File: config.mk
export PLATFORM = sky130hd
export DESIGN_NAME = tsc_conv_ctrl
export DESIGN_NICKNAME = d
export VERILOG_FILES = /design/src/hw/tsc_pkg.sv /design/src/hw/tsc_ifs.sv /design/src/hw/tsc_pin_sync.sv /design/src/hw/tsc_result_shift.sv /design/src/hw/tsc_conv_ctrl.sv
export VERILOG_INCLUDE_DIRS = /design/src /design/src/hw
export SDC_FILE = /design/constraint.sdc
export NUM_CORES = 1
export LEC_CHECK = 0
export ABC_AREA = 1
export BUFFER_PORTS_ARGS = -buffer_cell sky130_fd_sc_hd__buf_2
export CORE_AREA = 2 2 104 106
export CTS_BUF_LIST = sky130_fd_sc_hd__clkbuf_16
export DETAILED_ROUTE_END_ITERATION = 8
export DIE_AREA = 0 0 106 108
export GPL_ROUTABILITY_DRIVEN = 1
export PLACE_DENSITY = 0.78
export SKIP_CTS_REPAIR_TIMING = 1
export SLEW_MARGIN = 20
export SYNTH_ARGS = -nofsm -noshare
export SYNTH_HDL_FRONTEND = slang
export SYNTH_SLANG_ARGS = --single-unit
File: constraint.sdc
create_clock -name aclk -period 2.7 [get_ports aclk]
set_clock_uncertainty 0.05 [all_clocks]
set_input_delay 0.675 -clock aclk [delete_from_list [all_inputs] [get_ports aclk]]
set_output_delay 0.675 -clock aclk [all_outputs]
set_load 0.01 [all_outputs]
File: src/hw/tsc_defines.svh
`ifndef TSC_DEFINES_SVH
`define TSC_DEFINES_SVH

`define TSC_RES_W 12
`define TSC_AXI_AW 8
`define TSC_OFF_SAMPLE 8'h00
`define TSC_OFF_STATUS 8'h04
`define TSC_OFF_COUNT 8'h08
`define TSC_SAMPLE_RST 12'h000
`define TSC_CTRL_RST 8'h00
`define TSC_CW_MODE 3
`define TSC_CW_SER 2
`define TSC_CW_PD_HI 1
`define TSC_CW_PD_LO 0
`define TSC_PD_AUTO_IRQ 2'h0
`define TSC_PD_FULL 2'h3
`define TSC_BITS_12 4'hC
`define TSC_BITS_8 4'h8
`define TSC_ACQ_CNT 3'h4
`define TSC_WORD_LAST 3'h7
`define TSC_ST_POWER 8
`define TSC_ST_SWITCH 9
`define TSC_ST_BUSY 10
`define TSC_ST_IRQEN 11
`define TSC_ST_ACQ 12
`define TSC_ST_CONV 13
`define TSC_RESP_OKAY 2'h0
`define TSC_RESP_SLVERR 2'h2
`define TSC_CLK_MHZ 100
`define TSC_DO_MAX_NS 200

`endif

File: src/hw/tsc_pkg.sv
`include "tsc_defines.svh"
package tsc_pkg;
  typedef enum logic [1:0] {TSC_PH_IDLE, TSC_PH_ACQ, TSC_PH_CONV} tsc_phase_t;

  typedef struct packed {
    logic [2:0] s1;
    logic [2:0] s2;
    logic sclk_prev;
  } tsc_sync_t;

  typedef struct packed {
    logic [`TSC_RES_W-1:0] data;
  } tsc_shift_t;

  typedef struct packed {
    tsc_phase_t phase;
    logic rx_active;
    logic rx_done;
    logic [2:0] rx_cnt;
    logic [7:0] rx_shift;
    logic [7:0] ctrl_word;
    logic [3:0] out_cnt;
    logic dout;
    logic busy;
    logic [15:0] conv_count;
    logic [`TSC_RES_W-1:0] sample;
    logic aw_held;
    logic w_held;
    logic [`TSC_AXI_AW-1:0] aw_addr;
    logic [31:0] w_data;
    logic [3:0] w_strb;
    logic bvalid;
    logic [1:0] bresp;
    logic rvalid;
    logic [31:0] rdata;
    logic [1:0] rresp;
  } tsc_state_t;
endpackage

File: src/hw/tsc_ifs.sv
`timescale 1ns/1ps
`include "tsc_defines.svh"
interface tsc_link_if;
  logic cs_act;
  logic din;
  logic rise;
  logic fall;
  modport src(output cs_act, din, rise, fall);
  modport dst(input cs_act, din, rise, fall);
endinterface

interface tsc_shift_if;
  logic load;
  logic shift;
  logic [`TSC_RES_W-1:0] sample;
  logic msb;
  modport ctrl(output load, shift, sample, input msb);
  modport dp(input load, shift, sample, output msb);
endinterface

File: src/hw/tsc_pin_sync.sv
`timescale 1ns/1ps
module tsc_pin_sync
  import tsc_pkg::*;
(
  input wire logic aclk,
  input wire logic aresetn,
  input wire logic cs_n,
  input wire logic serial_shift_clock,
  input wire logic din,
  tsc_link_if.src lk
);
  tsc_sync_t r_reg;
  tsc_sync_t r_next;

  // bit 2 select, bit 1 shift clock, bit 0 data; s1 is read only by s2
  always_comb begin
    r_next = r_reg;
    r_next.s1 = {cs_n, serial_shift_clock, din};
    r_next.s2 = r_reg.s1;
    r_next.sclk_prev = r_reg.s2[1];
  end

  always_ff @(posedge aclk) begin
    if (!aresetn) begin
      r_reg <= '{s1: 3'h4, s2: 3'h4, sclk_prev: 1'b0};
    end else begin
      r_reg <= r_next;
    end
  end

  // edges only count while select is low
  assign lk.cs_act = !r_reg.s2[2];
  assign lk.din = r_reg.s2[0];
  assign lk.rise = !r_reg.s2[2] && r_reg.s2[1] && !r_reg.sclk_prev;
  assign lk.fall = !r_reg.s2[2] && !r_reg.s2[1] && r_reg.sclk_prev;
endmodule

File: src/hw/tsc_result_shift.sv
`timescale 1ns/1ps
`include "tsc_defines.svh"
module tsc_result_shift
  import tsc_pkg::*;
(
  input wire logic aclk,
  input wire logic aresetn,
  tsc_shift_if.dp sh
);
  tsc_shift_t r_reg;
  tsc_shift_t r_next;

  // straight binary: the code leaves unchanged, msb first
  always_comb begin
    r_next = r_reg;
    if (sh.load) begin
      r_next.data = sh.sample;
    end else if (sh.shift) begin
      r_next.data = {r_reg.data[`TSC_RES_W-2:0], 1'b0};
    end
  end

  always_ff @(posedge aclk) begin
    if (!aresetn) begin
      r_reg <= '{data: `TSC_SAMPLE_RST};
    end else begin
      r_reg <= r_next;
    end
  end

  assign sh.msb = r_reg.data[`TSC_RES_W-1];
endmodule

File: src/hw/tsc_conv_ctrl.sv
`timescale 1ns/1ps
`include "tsc_defines.svh"
module tsc_conv_ctrl
  import tsc_pkg::*;
(
  input wire logic aclk,
  input wire logic aresetn,
  input wire logic cs_n,
  input wire logic serial_shift_clock,
  input wire logic din,
  output logic dout,
  output logic dout_oe,
  output logic busy,
  output logic busy_oe,
  output logic power_up,
  output logic drive_switch_on,
  output logic touch_irq_enable,
  input wire logic [`TSC_AXI_AW-1:0] s_axil_awaddr,
  input wire logic s_axil_awvalid,
  output logic s_axil_awready,
  input wire logic [31:0] s_axil_wdata,
  input wire logic [3:0] s_axil_wstrb,
  input wire logic s_axil_wvalid,
  output logic s_axil_wready,
  output logic [1:0] s_axil_bresp,
  output logic s_axil_bvalid,
  input wire logic s_axil_bready,
  input wire logic [`TSC_AXI_AW-1:0] s_axil_araddr,
  input wire logic s_axil_arvalid,
  output logic s_axil_arready,
  output logic [31:0] s_axil_rdata,
  output logic [1:0] s_axil_rresp,
  output logic s_axil_rvalid,
  input wire logic s_axil_rready
);
  localparam int DO_MAX_CYC = `TSC_DO_MAX_NS * `TSC_CLK_MHZ / 1000;

  tsc_state_t r_reg;
  tsc_state_t r_next;
  tsc_link_if lk();
  tsc_shift_if sh();
  logic [1:0] pd_sel;
  logic ser_mode;
  logic [31:0] status_w;

  function automatic logic addr_hit(input logic [`TSC_AXI_AW-1:0] a,
                                    input logic [`TSC_AXI_AW-1:0] off);
    return a[`TSC_AXI_AW-1:2] == off[`TSC_AXI_AW-1:2];
  endfunction

  function automatic logic addr_mapped(input logic [`TSC_AXI_AW-1:0] a);
    return addr_hit(a, `TSC_OFF_SAMPLE) || addr_hit(a, `TSC_OFF_STATUS) ||
           addr_hit(a, `TSC_OFF_COUNT);
  endfunction

  tsc_pin_sync u_sync (
    .aclk(aclk),
    .aresetn(aresetn),
    .cs_n(cs_n),
    .serial_shift_clock(serial_shift_clock),
    .din(din),
    .lk(lk.src)
  );

  tsc_result_shift u_shift (
    .aclk(aclk),
    .aresetn(aresetn),
    .sh(sh.dp)
  );

  ////////////////////////////////////////////////////////////////////////////
  // settings of the conversion in force

  assign pd_sel = r_reg.ctrl_word[`TSC_CW_PD_HI:`TSC_CW_PD_LO];
  assign ser_mode = r_reg.ctrl_word[`TSC_CW_SER];

  // reserved code 10 behaves as auto power-down with the irq off
  assign power_up = (pd_sel == `TSC_PD_FULL) || (r_reg.phase != TSC_PH_IDLE);
  assign drive_switch_on = (r_reg.phase == TSC_PH_ACQ) ||
                           ((r_reg.phase == TSC_PH_CONV) && !ser_mode);
  assign touch_irq_enable = !power_up && (pd_sel == `TSC_PD_AUTO_IRQ);

  assign dout = r_reg.dout;
  assign busy = r_reg.busy;
  assign dout_oe = lk.cs_act;
  assign busy_oe = lk.cs_act;

  assign sh.sample = r_reg.sample;
  assign sh.load = lk.fall && r_reg.rx_done;
  assign sh.shift = lk.fall && !r_reg.rx_done && (r_reg.phase == TSC_PH_CONV) &&
                    (r_reg.out_cnt != 4'h0);

  ////////////////////////////////////////////////////////////////////////////
  // register bus

  assign status_w = {18'h0, r_reg.phase == TSC_PH_CONV, r_reg.phase == TSC_PH_ACQ,
                     touch_irq_enable, r_reg.busy, drive_switch_on, power_up,
                     r_reg.ctrl_word};

  assign s_axil_awready = !r_reg.aw_held && !r_reg.bvalid;
  assign s_axil_wready = !r_reg.w_held && !r_reg.bvalid;
  assign s_axil_bvalid = r_reg.bvalid;
  assign s_axil_bresp = r_reg.bresp;
  assign s_axil_arready = !r_reg.rvalid;
  assign s_axil_rvalid = r_reg.rvalid;
  assign s_axil_rdata = r_reg.rdata;
  assign s_axil_rresp = r_reg.rresp;

  always_comb begin
    r_next = r_reg;
    if (s_axil_awvalid && s_axil_awready) begin
      r_next.aw_held = 1'b1;
      r_next.aw_addr = s_axil_awaddr;
    end
    if (s_axil_wvalid && s_axil_wready) begin
      r_next.w_held = 1'b1;
      r_next.w_data = s_axil_wdata;
      r_next.w_strb = s_axil_wstrb;
    end
    if (r_reg.aw_held && r_reg.w_held) begin
      r_next.aw_held = 1'b0;
      r_next.w_held = 1'b0;
      r_next.bvalid = 1'b1;
      r_next.bresp = addr_mapped(r_reg.aw_addr) ? `TSC_RESP_OKAY : `TSC_RESP_SLVERR;
      // status and count ignore writes
      if (addr_hit(r_reg.aw_addr, `TSC_OFF_SAMPLE)) begin
        if (r_reg.w_strb[0]) begin
          r_next.sample[7:0] = r_reg.w_data[7:0];
        end
        if (r_reg.w_strb[1]) begin
          r_next.sample[`TSC_RES_W-1:8] = r_reg.w_data[`TSC_RES_W-1:8];
        end
      end
    end
    if (r_reg.bvalid && s_axil_bready) begin
      r_next.bvalid = 1'b0;
    end
    if (s_axil_arvalid && !r_reg.rvalid) begin
      r_next.rvalid = 1'b1;
      r_next.rresp = addr_mapped(s_axil_araddr) ? `TSC_RESP_OKAY : `TSC_RESP_SLVERR;
      if (addr_hit(s_axil_araddr, `TSC_OFF_SAMPLE)) begin
        r_next.rdata = {20'h0, r_reg.sample};
      end else if (addr_hit(s_axil_araddr, `TSC_OFF_STATUS)) begin
        r_next.rdata = status_w;
      end else if (addr_hit(s_axil_araddr, `TSC_OFF_COUNT)) begin
        r_next.rdata = {16'h0, r_reg.conv_count};
      end else begin
        r_next.rdata = 32'h0;
      end
    end else if (r_reg.rvalid && s_axil_rready) begin
      r_next.rvalid = 1'b0;
    end

    //////////////////////////////////////////////////////////////////////////
    // serial link
    if (!lk.cs_act) begin
      // deselect abandons the frame; the latched settings stay
      r_next.rx_active = 1'b0;
      r_next.rx_done = 1'b0;
      r_next.phase = TSC_PH_IDLE;
      r_next.out_cnt = 4'h0;
      r_next.dout = 1'b0;
      r_next.busy = 1'b0;
    end else if (lk.rise) begin
      if (!r_reg.rx_active && !r_reg.rx_done) begin
        if (lk.din) begin
          r_next.rx_active = 1'b1;
          r_next.rx_cnt = 3'h1;
          r_next.rx_shift = 8'h01;
        end
      end else if (r_reg.rx_active) begin
        r_next.rx_shift = {r_reg.rx_shift[6:0], lk.din};
        r_next.rx_cnt = r_reg.rx_cnt + 3'h1;
        // channel known: sample from here unless a result is still leaving
        if ((r_reg.rx_cnt == `TSC_ACQ_CNT) && (r_reg.phase != TSC_PH_CONV)) begin
          r_next.phase = TSC_PH_ACQ;
        end
        if (r_reg.rx_cnt == `TSC_WORD_LAST) begin
          r_next.rx_active = 1'b0;
          r_next.rx_done = 1'b1;
        end
      end
    end else if (lk.fall) begin
      if (r_reg.rx_done) begin
        r_next.rx_done = 1'b0;
        r_next.ctrl_word = r_reg.rx_shift;
        r_next.phase = TSC_PH_CONV;
        r_next.busy = 1'b1;
        r_next.dout = 1'b0;
        r_next.out_cnt = r_reg.rx_shift[`TSC_CW_MODE] ? `TSC_BITS_8 : `TSC_BITS_12;
      end else if ((r_reg.phase == TSC_PH_CONV) && (r_reg.out_cnt != 4'h0)) begin
        r_next.busy = 1'b0;
        r_next.dout = sh.msb;
        r_next.out_cnt = r_reg.out_cnt - 4'h1;
        if (r_reg.out_cnt == 4'h1) begin
          r_next.phase = TSC_PH_IDLE;
          r_next.conv_count = r_reg.conv_count + 16'h1;
        end
      end else begin
        r_next.busy = 1'b0;
        r_next.dout = 1'b0;
      end
    end
  end

  always_ff @(posedge aclk) begin
    if (!aresetn) begin
      r_reg <= '0;
      r_reg.phase <= TSC_PH_IDLE;
      r_reg.ctrl_word <= `TSC_CTRL_RST;
      r_reg.sample <= `TSC_SAMPLE_RST;
    end else begin
      r_reg <= r_next;
    end
  end
endmodule

# After elaboration in Yosys (flattened, before gate mapping)
# Index checks and enable logic that the tools add are counted.
# op_classes
addsub	3
eq_ne	16
n_mux	29
bitwise_logic	4
reduce_logical	63
# op_table
operator	count
32-bit 2-to-1 mux	2
12-bit 2-to-1 mux	2
11-bit 2-to-1 mux	2
2-bit 2-to-1 mux	11
1-bit logical AND	21
16-bit by 1-bit adder with 16-bit output, second input constant	1
16-bit 2-to-1 mux	1
15-bit 2-to-1 mux	1
6-bit by 1-bit == test with 1-bit output, second input constant	2
6-bit by 2-bit == test with 1-bit output, second input constant	2
6-bit logical NOT	2
4-bit AND reduction	3
6-bit AND reduction	2
2-bit nonzero test	6
1-bit logical NOT	11
3-bit AND reduction	3
1-bit 2-to-1 mux	7
3-bit == test, second input constant	2
1-bit logical OR	6
6-bit 2-to-1 mux	1
2-bit by 1-bit != test with 1-bit output, second input constant	3
2-bit != test, second input constant	3
3-bit nonzero test	2
2-bit OR reduction	3
other kinds (11)	16
# word_totals
ff_bits	138
in_bits	62
elab_cells	141

# Longest topological paths before layout
# Gate-level depths: netlist of the first run.
# logic_depth
word_depth	8
ltp_mapped	10

# By module
# From an unflattened synthesis of the first run, not the netlist that was laid out.
# hier_totals
cells_unflattened	791
hier_area_um2	5501.5
# by_module_without_submodules
mod	instances	cells_each	area_per_inst_um2	seq_area_each_um2
tsc_conv_ctrl	1	674	4705.8	1981.9
tsc_result_shift	1	91	584.3	240.2
tsc_pin_sync	1	26	211.5	140.1

# Worst setup path after synthesis of the first run
# No wires, ideal clock.
# synth_timing
path_type	input to register
from	input port s_axil_araddr[5]
to	register r_reg, in the netlist s_axil_rdata[5]
arrival_ns	1.514
slack_ns	1.072
path_stages	8
path_buffers	1
path_cell_list	nor2_1 > nand3_1 > inv_1 > buf_4 > nand2_1 > nand3_1 > nor2_1 > nor2_1
# synth_via
elab_chain_len	4
# synth_lines
item	line	source
from (decl)	tsc_conv_ctrl.sv:28	input wire logic [`TSC_AXI_AW-1:0] s_axil_araddr,
6-bit by 2-bit == test with 1-bit output	tsc_conv_ctrl.sv:48	return a[`TSC_AXI_AW-1:2] == off[`TSC_AXI_AW-1:2];
16-bit 2-to-1 mux	tsc_conv_ctrl.sv:145	end else if (addr_hit(s_axil_araddr, `TSC_OFF_COUNT)) begin
32-bit 2-to-1 mux	tsc_conv_ctrl.sv:143	end else if (addr_hit(s_axil_araddr, `TSC_OFF_STATUS)) begin
32-bit 2-to-1 mux (*)	tsc_conv_ctrl.sv:141	if (addr_hit(s_axil_araddr, `TSC_OFF_SAMPLE)) begin
to (signal assigned)	tsc_conv_ctrl.sv:213	r_reg <= r_next;
to (decl)	tsc_conv_ctrl.sv:38	tsc_state_t r_reg;
# Mark *: on every way between the ends. The rest lies on a longest branch, timed or not.
# A chain may end at the register's enable or synchronous reset.

# Worst setup path after layout of the first run
# layout_timing
from	register r_reg[139] in the netlist's numbering
to	output port drive_switch_on
# layout_via
elab_chain_len	3
# layout_lines
item	line	source
2-bit == test	tsc_conv_ctrl.sv:80	((r_reg.phase == TSC_PH_CONV) && !ser_mode);
1-bit logical AND	tsc_conv_ctrl.sv:80	
1-bit logical OR (*)	tsc_conv_ctrl.sv:79	assign drive_switch_on = (r_reg.phase == TSC_PH_ACQ) ||
to (decl)	tsc_conv_ctrl.sv:16	output logic drive_switch_on,
# Marks and branches as above.

==> flow_summary.json, run 1 <==
{
  "yosysSeqAreaShare": 0.428,
  "wire_per_inst_um": 13.1,
  "clock-sinks": 118,
  "hold_viol": 0,
  "grt-ovfl-total": 0,
  "synth.most_common_cell": "nand2_1",
  "worstSetupEndpointType": "output port",
  "hold_end": "u_sync.r_reg[3]",
  "post-route-min-period_ps": 2250,
  "nFillCells": 963,
  "yosys.cell_types.count": 42,
  "diodes": 0,
  "vias": 4912,
  "area_growth_pct": 12.8,
  "pwr-share-clk": 0.489,
  "slew_headroom": 0.542,
  "startpoint_type": "flop",
  "wl_met2_mm": 6.26,
  "holdCritStartpoint": "u_sync.r_next[3]",
  "htree_num_levels": 4,
  "drt_iter0_markers": 274,
  "synth_edf_count": 0,
  "viasPerCell": 5.14,
  "grt_start_max_net_pins": 34,
  "pin_count": 110,
  "cp_data_arrival_time_ps": 1530,
  "cts.clk_slew.worst_paths_ps": 50,
  "largest_reg_flops": 63,
  "synth_area_leader_cell": "dfxtp_1",
  "top_layer_used": "met4",
  "worst_pin_slew_ps": 684,
  "core_region_area_um2": 10200,
  "final_net_count": 877,
  "rows": 37,
  "pwr-share-seq": 0.450,
  "p_leak_nw": 2.68,
  "drtPass1Iterations": 5,
  "swShare": 0.234,
  "grt_usage": 0.230,
  "grt_pass1_wl_mm": 20.8,
  "synth.area.top_cells": "dfxtp_1 (43%), nand2_1 (12%), nor2_1 (10%)",
  "wl_met3_um": 751,
  "synth_common_cells": "nand2_1 (170), nor2_1 (149), dfxtp_1 (118)",
  "fmax_mhz": 444,
  "rsz0062_at_grt": "false",
  "cts-root-buf": "clkbuf_16",
  "yosysTopAreaCellShare": 0.428,
  "r2r_cells": 7,
  "slowest_delay_ps": 360,
  "gp_congestion": 0.878,
  "synth-main-ff-cell": "dfxtp_1",
  "die_h_um": 108,
  "grt_pass1_vias": 4672,
  "clkLatencyLatePin_ps": 400,
  "rr_startpoint": "r_reg[114]",
  "start_util": 0.539,
  "async_flop_share": 0,
  "setup_violations": 0,
  "hold_class": "reg2reg",
  "final_max_slew_viol_count": 0,
  "multi_input_area_um2": 2560,
  "p_comb_frac": 0.061,
  "ys_ff_latch": 118,
  "die-area_um2": 11400,
  "power.total_mw": 4.07,
  "rrSetupSlack_ps": 960,
  "syn_area_um2": 5520,
  "seq_area_um2": 2360,
  "port_buffers": 65,
  "intPower_mw": 3.12,
  "path_max_fanout": 4,
  "rr_endpoint": "r_reg[100]",
  "cts_max_path_buffers": 2,
  "hpwl_mm": 9.04,
  "crit_required_ps": 1980,
  "avgSynthCellArea_um2": 7.21,
  "peakVddDrop_v": 0.000448,
  "dieWidth_um": 106,
  "whs_ps": 367,
  "crit_type": "reg2out",
  "drcViolationCount": 0,
  "fin_crit_sh": 0.835,
  "fin_setup_tns_ps": 0,
  "wl_met1_mm": 5.27,
  "p_sw_uw": 952,
  "drv_cap": 0,
  "routed_wl_mm": 12.5,
  "ys_warn_count": 0,
  "drive_above_1_share": 0.170,
  "power_density_nw_per_um2": 655,
  "antenna_left": 0,
  "grt_antenna_before_repair": 0,
  "cts_buffers": 17,
  "cts_tree": "yes",
  "outcome": "finished clean",
  "slowest_stage": "o21ai_0",
  "worstHoldPathCells": 1,
  "crit_chain": "inv_1 -> nand2_1 -> o21ai_0 -> buf_2",
  "netlist_instances": 765
}
==> worst max path at each step <==
stage	cells past startpoint	to	slack, ps	start
after global routing	4	drive_switch_on	370	r_reg[139]
after global placement	8	s_axil_rdata[5]	600	s_axil_araddr[7]
after floorplan	8	s_axil_rdata[5]	1070	s_axil_araddr[5]
after detailed placement	8	s_axil_rdata[4]	560	s_axil_araddr[7]
final	4	drive_switch_on	450	r_reg[139]
after CTS	4	drive_switch_on	430	r_reg[139]
==> worst max-delay path, delay by kind of cell, from the launching register on <==
kind	cells	cell delay, ps
flops	1	320
simple gates	1	160
compound gates	1	360
buf+inv	2	270
==> per-stage QoR <==
stage	setup slack [ps]	utilization	cell area, µm²	instances
2_1_floorplan	1070	-	5580	782
3_3_place_gp	602	0.557	5700	926
3_5_place_dp	558	0.557	5700	926
4_1_cts	426	0.608	6220	956
5_1_grt	369	0.608	6220	956
6_report	446	0.608	6220	956
==> placed cells by master, fill, tap and decap left out, types with 2 or more instances in the layout <==
cell type	count
clkbuf_16	17
inv_1	52
a31oi_1	3
buf_4	7
nor3_1	4
nand3b_1	2
o21ai_2	9
a21oi_1	45
o21ai_0	57
o211ai_1	3
nand2_1	170
conb_1	18
ha_1	6
buf_2	65
dfxtp_1	118
nand2_4	2
xor2_1	4
clkinv_1	2
a21oi_2	9
clkinv_4	2
nor2_2	3
a22oi_1	9
nand3_1	26
inv_2	6
or2_2	3
xnor2_1	3
nand4_1	4
o22ai_1	2
clkinv_2	6
nor2_1	149
nand3_2	2
==> power by group through the flow <==
stage | Sequential (mW) | Clock (mW) | Combinational [mW]
after floorplan | 1.86 | 0 | 0.204
after global placement | 1.87 | 0 | 0.241
after detailed placement | 1.87 | 0 | 0.248
after CTS | 1.83 | 2.01 | 0.250
after global routing | 1.84 | 2.11 | 0.284
final | 1.83 | 1.99 | 0.248
==> kinds of logic after synthesis <==
kind of cell    synth area share
simple gates               0.275
fa+ha+maj                 0.0136
compound gates             0.152
flops                      0.428
buf+inv                    0.119
other cells             0.000680
xor+xnor                  0.0111
==> routing by layer <==
| layer | up-vias | track usage |
|---|---|---|
| met4 | 0 | 0.0818 |
| met3 | 20 | 0.0615 |
| li1 | 2487 | - |
| met5 | - | 0 |
| met2 | 150 | 0.404 |
| met1 | 2255 | 0.272 |
==> area by class of cell <==
cell class                      count  area share
Multi-Input combinational cell    541       0.412
Sequential cell                   118       0.380
Clock buffer                       17      0.0684
Timing Repair Buffer               72      0.0607
Inverter                           59      0.0370
Tap cell                          136      0.0274
Clock inverter                     13      0.0153
Note: power is estimated with default switching activity, not from simulation.
==> inputs of run 2 (changes only) <==
- CORE_AREA: 2 2 104 106 -> 2 2 109 111
- DIE_AREA: 0 0 106 108 -> 0 0 111 113
- PLACE_DENSITY: 0.78 -> 0.75
- clock period: 2.7 -> 1.88 ns (I/O delays scaled with it)
==> flow_summary.json, run 2 (synthesized netlist as in run 1, its figures left out) <==
{
  "grt-ovfl-total": 0,
  "final_common_cell": "nand2_1",
  "area_growth_pct": 15.3,
  "mostFrequentLayoutCells": "nand2_1 (169), nor2_1 (149), dfxtp_1 (118)",
  "peakVddDrop_v": 0.000784,
  "slew_headroom": 0.649,
  "core_region_area_um2": 11300,
  "place_inst": 940,
  "path_max_fanout": 4,
  "start_util": 0.489,
  "cts_max_path_buffers": 2,
  "outcome": "finished clean",
  "crit_type": "reg2out",
  "p_leak_nw": 2.73,
  "grt_pass1_vias": 4439,
  "holdCritStartpoint": "s_axil_bready",
  "grt_start_max_net_pins": 39,
  "drtPass1Iterations": 5,
  "rsz0062_at_grt": "true",
  "final_max_slew_viol_count": 0,
  "slowest_delay_ps": 320,
  "grt_antenna_before_repair": 0,
  "crit_chain": "inv_1 -> nand2_2 -> o21ai_2 -> buf_2",
  "port_buffers": 65,
  "rows": 39,
  "fmax_mhz": 552,
  "worstSetupEndpointType": "output port",
  "vias": 4827,
  "grt_usage": 0.203,
  "hpwl_mm": 8.52,
  "busiest_layer": "met2",
  "htree_num_levels": 4,
  "slowest_stage": "dfxtp_1",
  "die-area_um2": 12500,
  "hold_end": "s_axil_bvalid",
  "worstHoldPathCells": 2,
  "drv_cap": 0,
  "hold_class": "in2reg",
  "use_met1": 0.253,
  "rrSetupSlack_ps": 200,
  "worst_pin_slew_ps": 525,
  "startpoint_type": "flop",
  "fin_crit_sh": 0.964,
  "clkLatencyLatePin_ps": 420,
  "largest_reg_flops": 63,
  "finish.utilization": 0.564,
  "routed_wl_mm": 12.1,
  "final_net_count": 884,
  "rr_startpoint": "r_reg[114]",
  "r2r_cells": 8,
  "diodes": 0,
  "nFillCells": 1074,
  "drive_above_1_share": 0.180,
  "rr_endpoint": "r_reg[106]",
  "wire_per_inst_um": 12.5,
  "fin_area_um2": 6360,
  "fin_cells": 970,
  "cts-root-buf": "clkbuf_16",
  "drcViolationCount": 0,
  "whs_ps": 181,
  "crit_required_ps": 1360,
  "gp_congestion": 0.890,
  "drt_iter0_markers": 362,
  "die_h_um": 113,
  "dieWidth_um": 111,
  "antenna_left": 0,
  "cts_tree": "yes",
  "setup_violations": 0,
  "cp_data_arrival_time_ps": 1290,
  "grt_util_met3": 0.0621,
  "cts.clk_slew.worst_paths_ps": 50,
  "power.total_mw": 5.99,
  "use_met2": 0.330,
  "grt_pass1_wl_mm": 20.5,
  "hold_viol": 0,
  "pin_count": 110,
  "cts_buffers": 17,
  "clock-sinks": 118,
  "power_density_nw_per_um2": 943,
  "post-route-min-period_ps": 1810,
  "placed_area_um2": 5790,
  "viasPerCell": 4.98
}
==> run 2: report_power, final <==
| part | internal (mW) | leakage [nW] | switching, mW |
|---|---|---|---|
| combinational | 0.138 | 1.50 | 0.231 |
| sequential | 2.59 | 0.960 | 0.0439 |
| clock | 1.90 | 0.265 | 1.10 |
==> run 2: routing by layer <==
layer	wire, µm	vias up
li1	-	2504
met1	5680	2170
met2	5540	135
met3	604	18
met4	285	0
met5	0	-
==> run 2: stage by stage <==
stage          setup WS (ps)  setup TNS (ps)
2_1_floorplan            387               0
3_3_place_gp             195               0
3_5_place_dp             154               0
4_1_cts                 -206            -206
5_1_grt                -19.6           -19.6
6_report                67.4               0
==> run 2: layout make-up <==
cell class | instances | area, µm² | area share
clock inverters | 13 | 118 | 0.0185
inverters | 59 | 230 | 0.0362
repair buffers | 79 | 455 | 0.0716
multi-input cells | 541 | 2590 | 0.407
clock buffers | 17 | 425 | 0.0669
flip-flops and latches | 118 | 2360 | 0.372
well taps | 143 | 179 | 0.0281
==> run 2: worst max-delay path: cells and delay by family, from the launching register on <==
| family | cells | cell delay, ps |
|---|---|---|
| DFF | 1 | 320 |
| buffers and inverters | 2 | 240 |
| AOI/OAI and AO/OA | 1 | 190 |
| and+or+nand+nor | 1 | 130 |
==> run 2: how the worst max path moves through the flow <==
stage | start | to | slack, ps | depth (start not counted)
finish | r_reg[139] | drive_switch_on | 70 | 4
global route | r_reg[114] | r_reg[106] | -20 | 8
CTS | r_reg[139] | drive_switch_on | -210 | 4
detailed placement | r_reg[114] | r_reg[108] | 150 | 7
global placement | r_reg[114] | r_reg[106] | 190 | 8
floorplan | r_reg[114] | r_reg[106] | 390 | 8
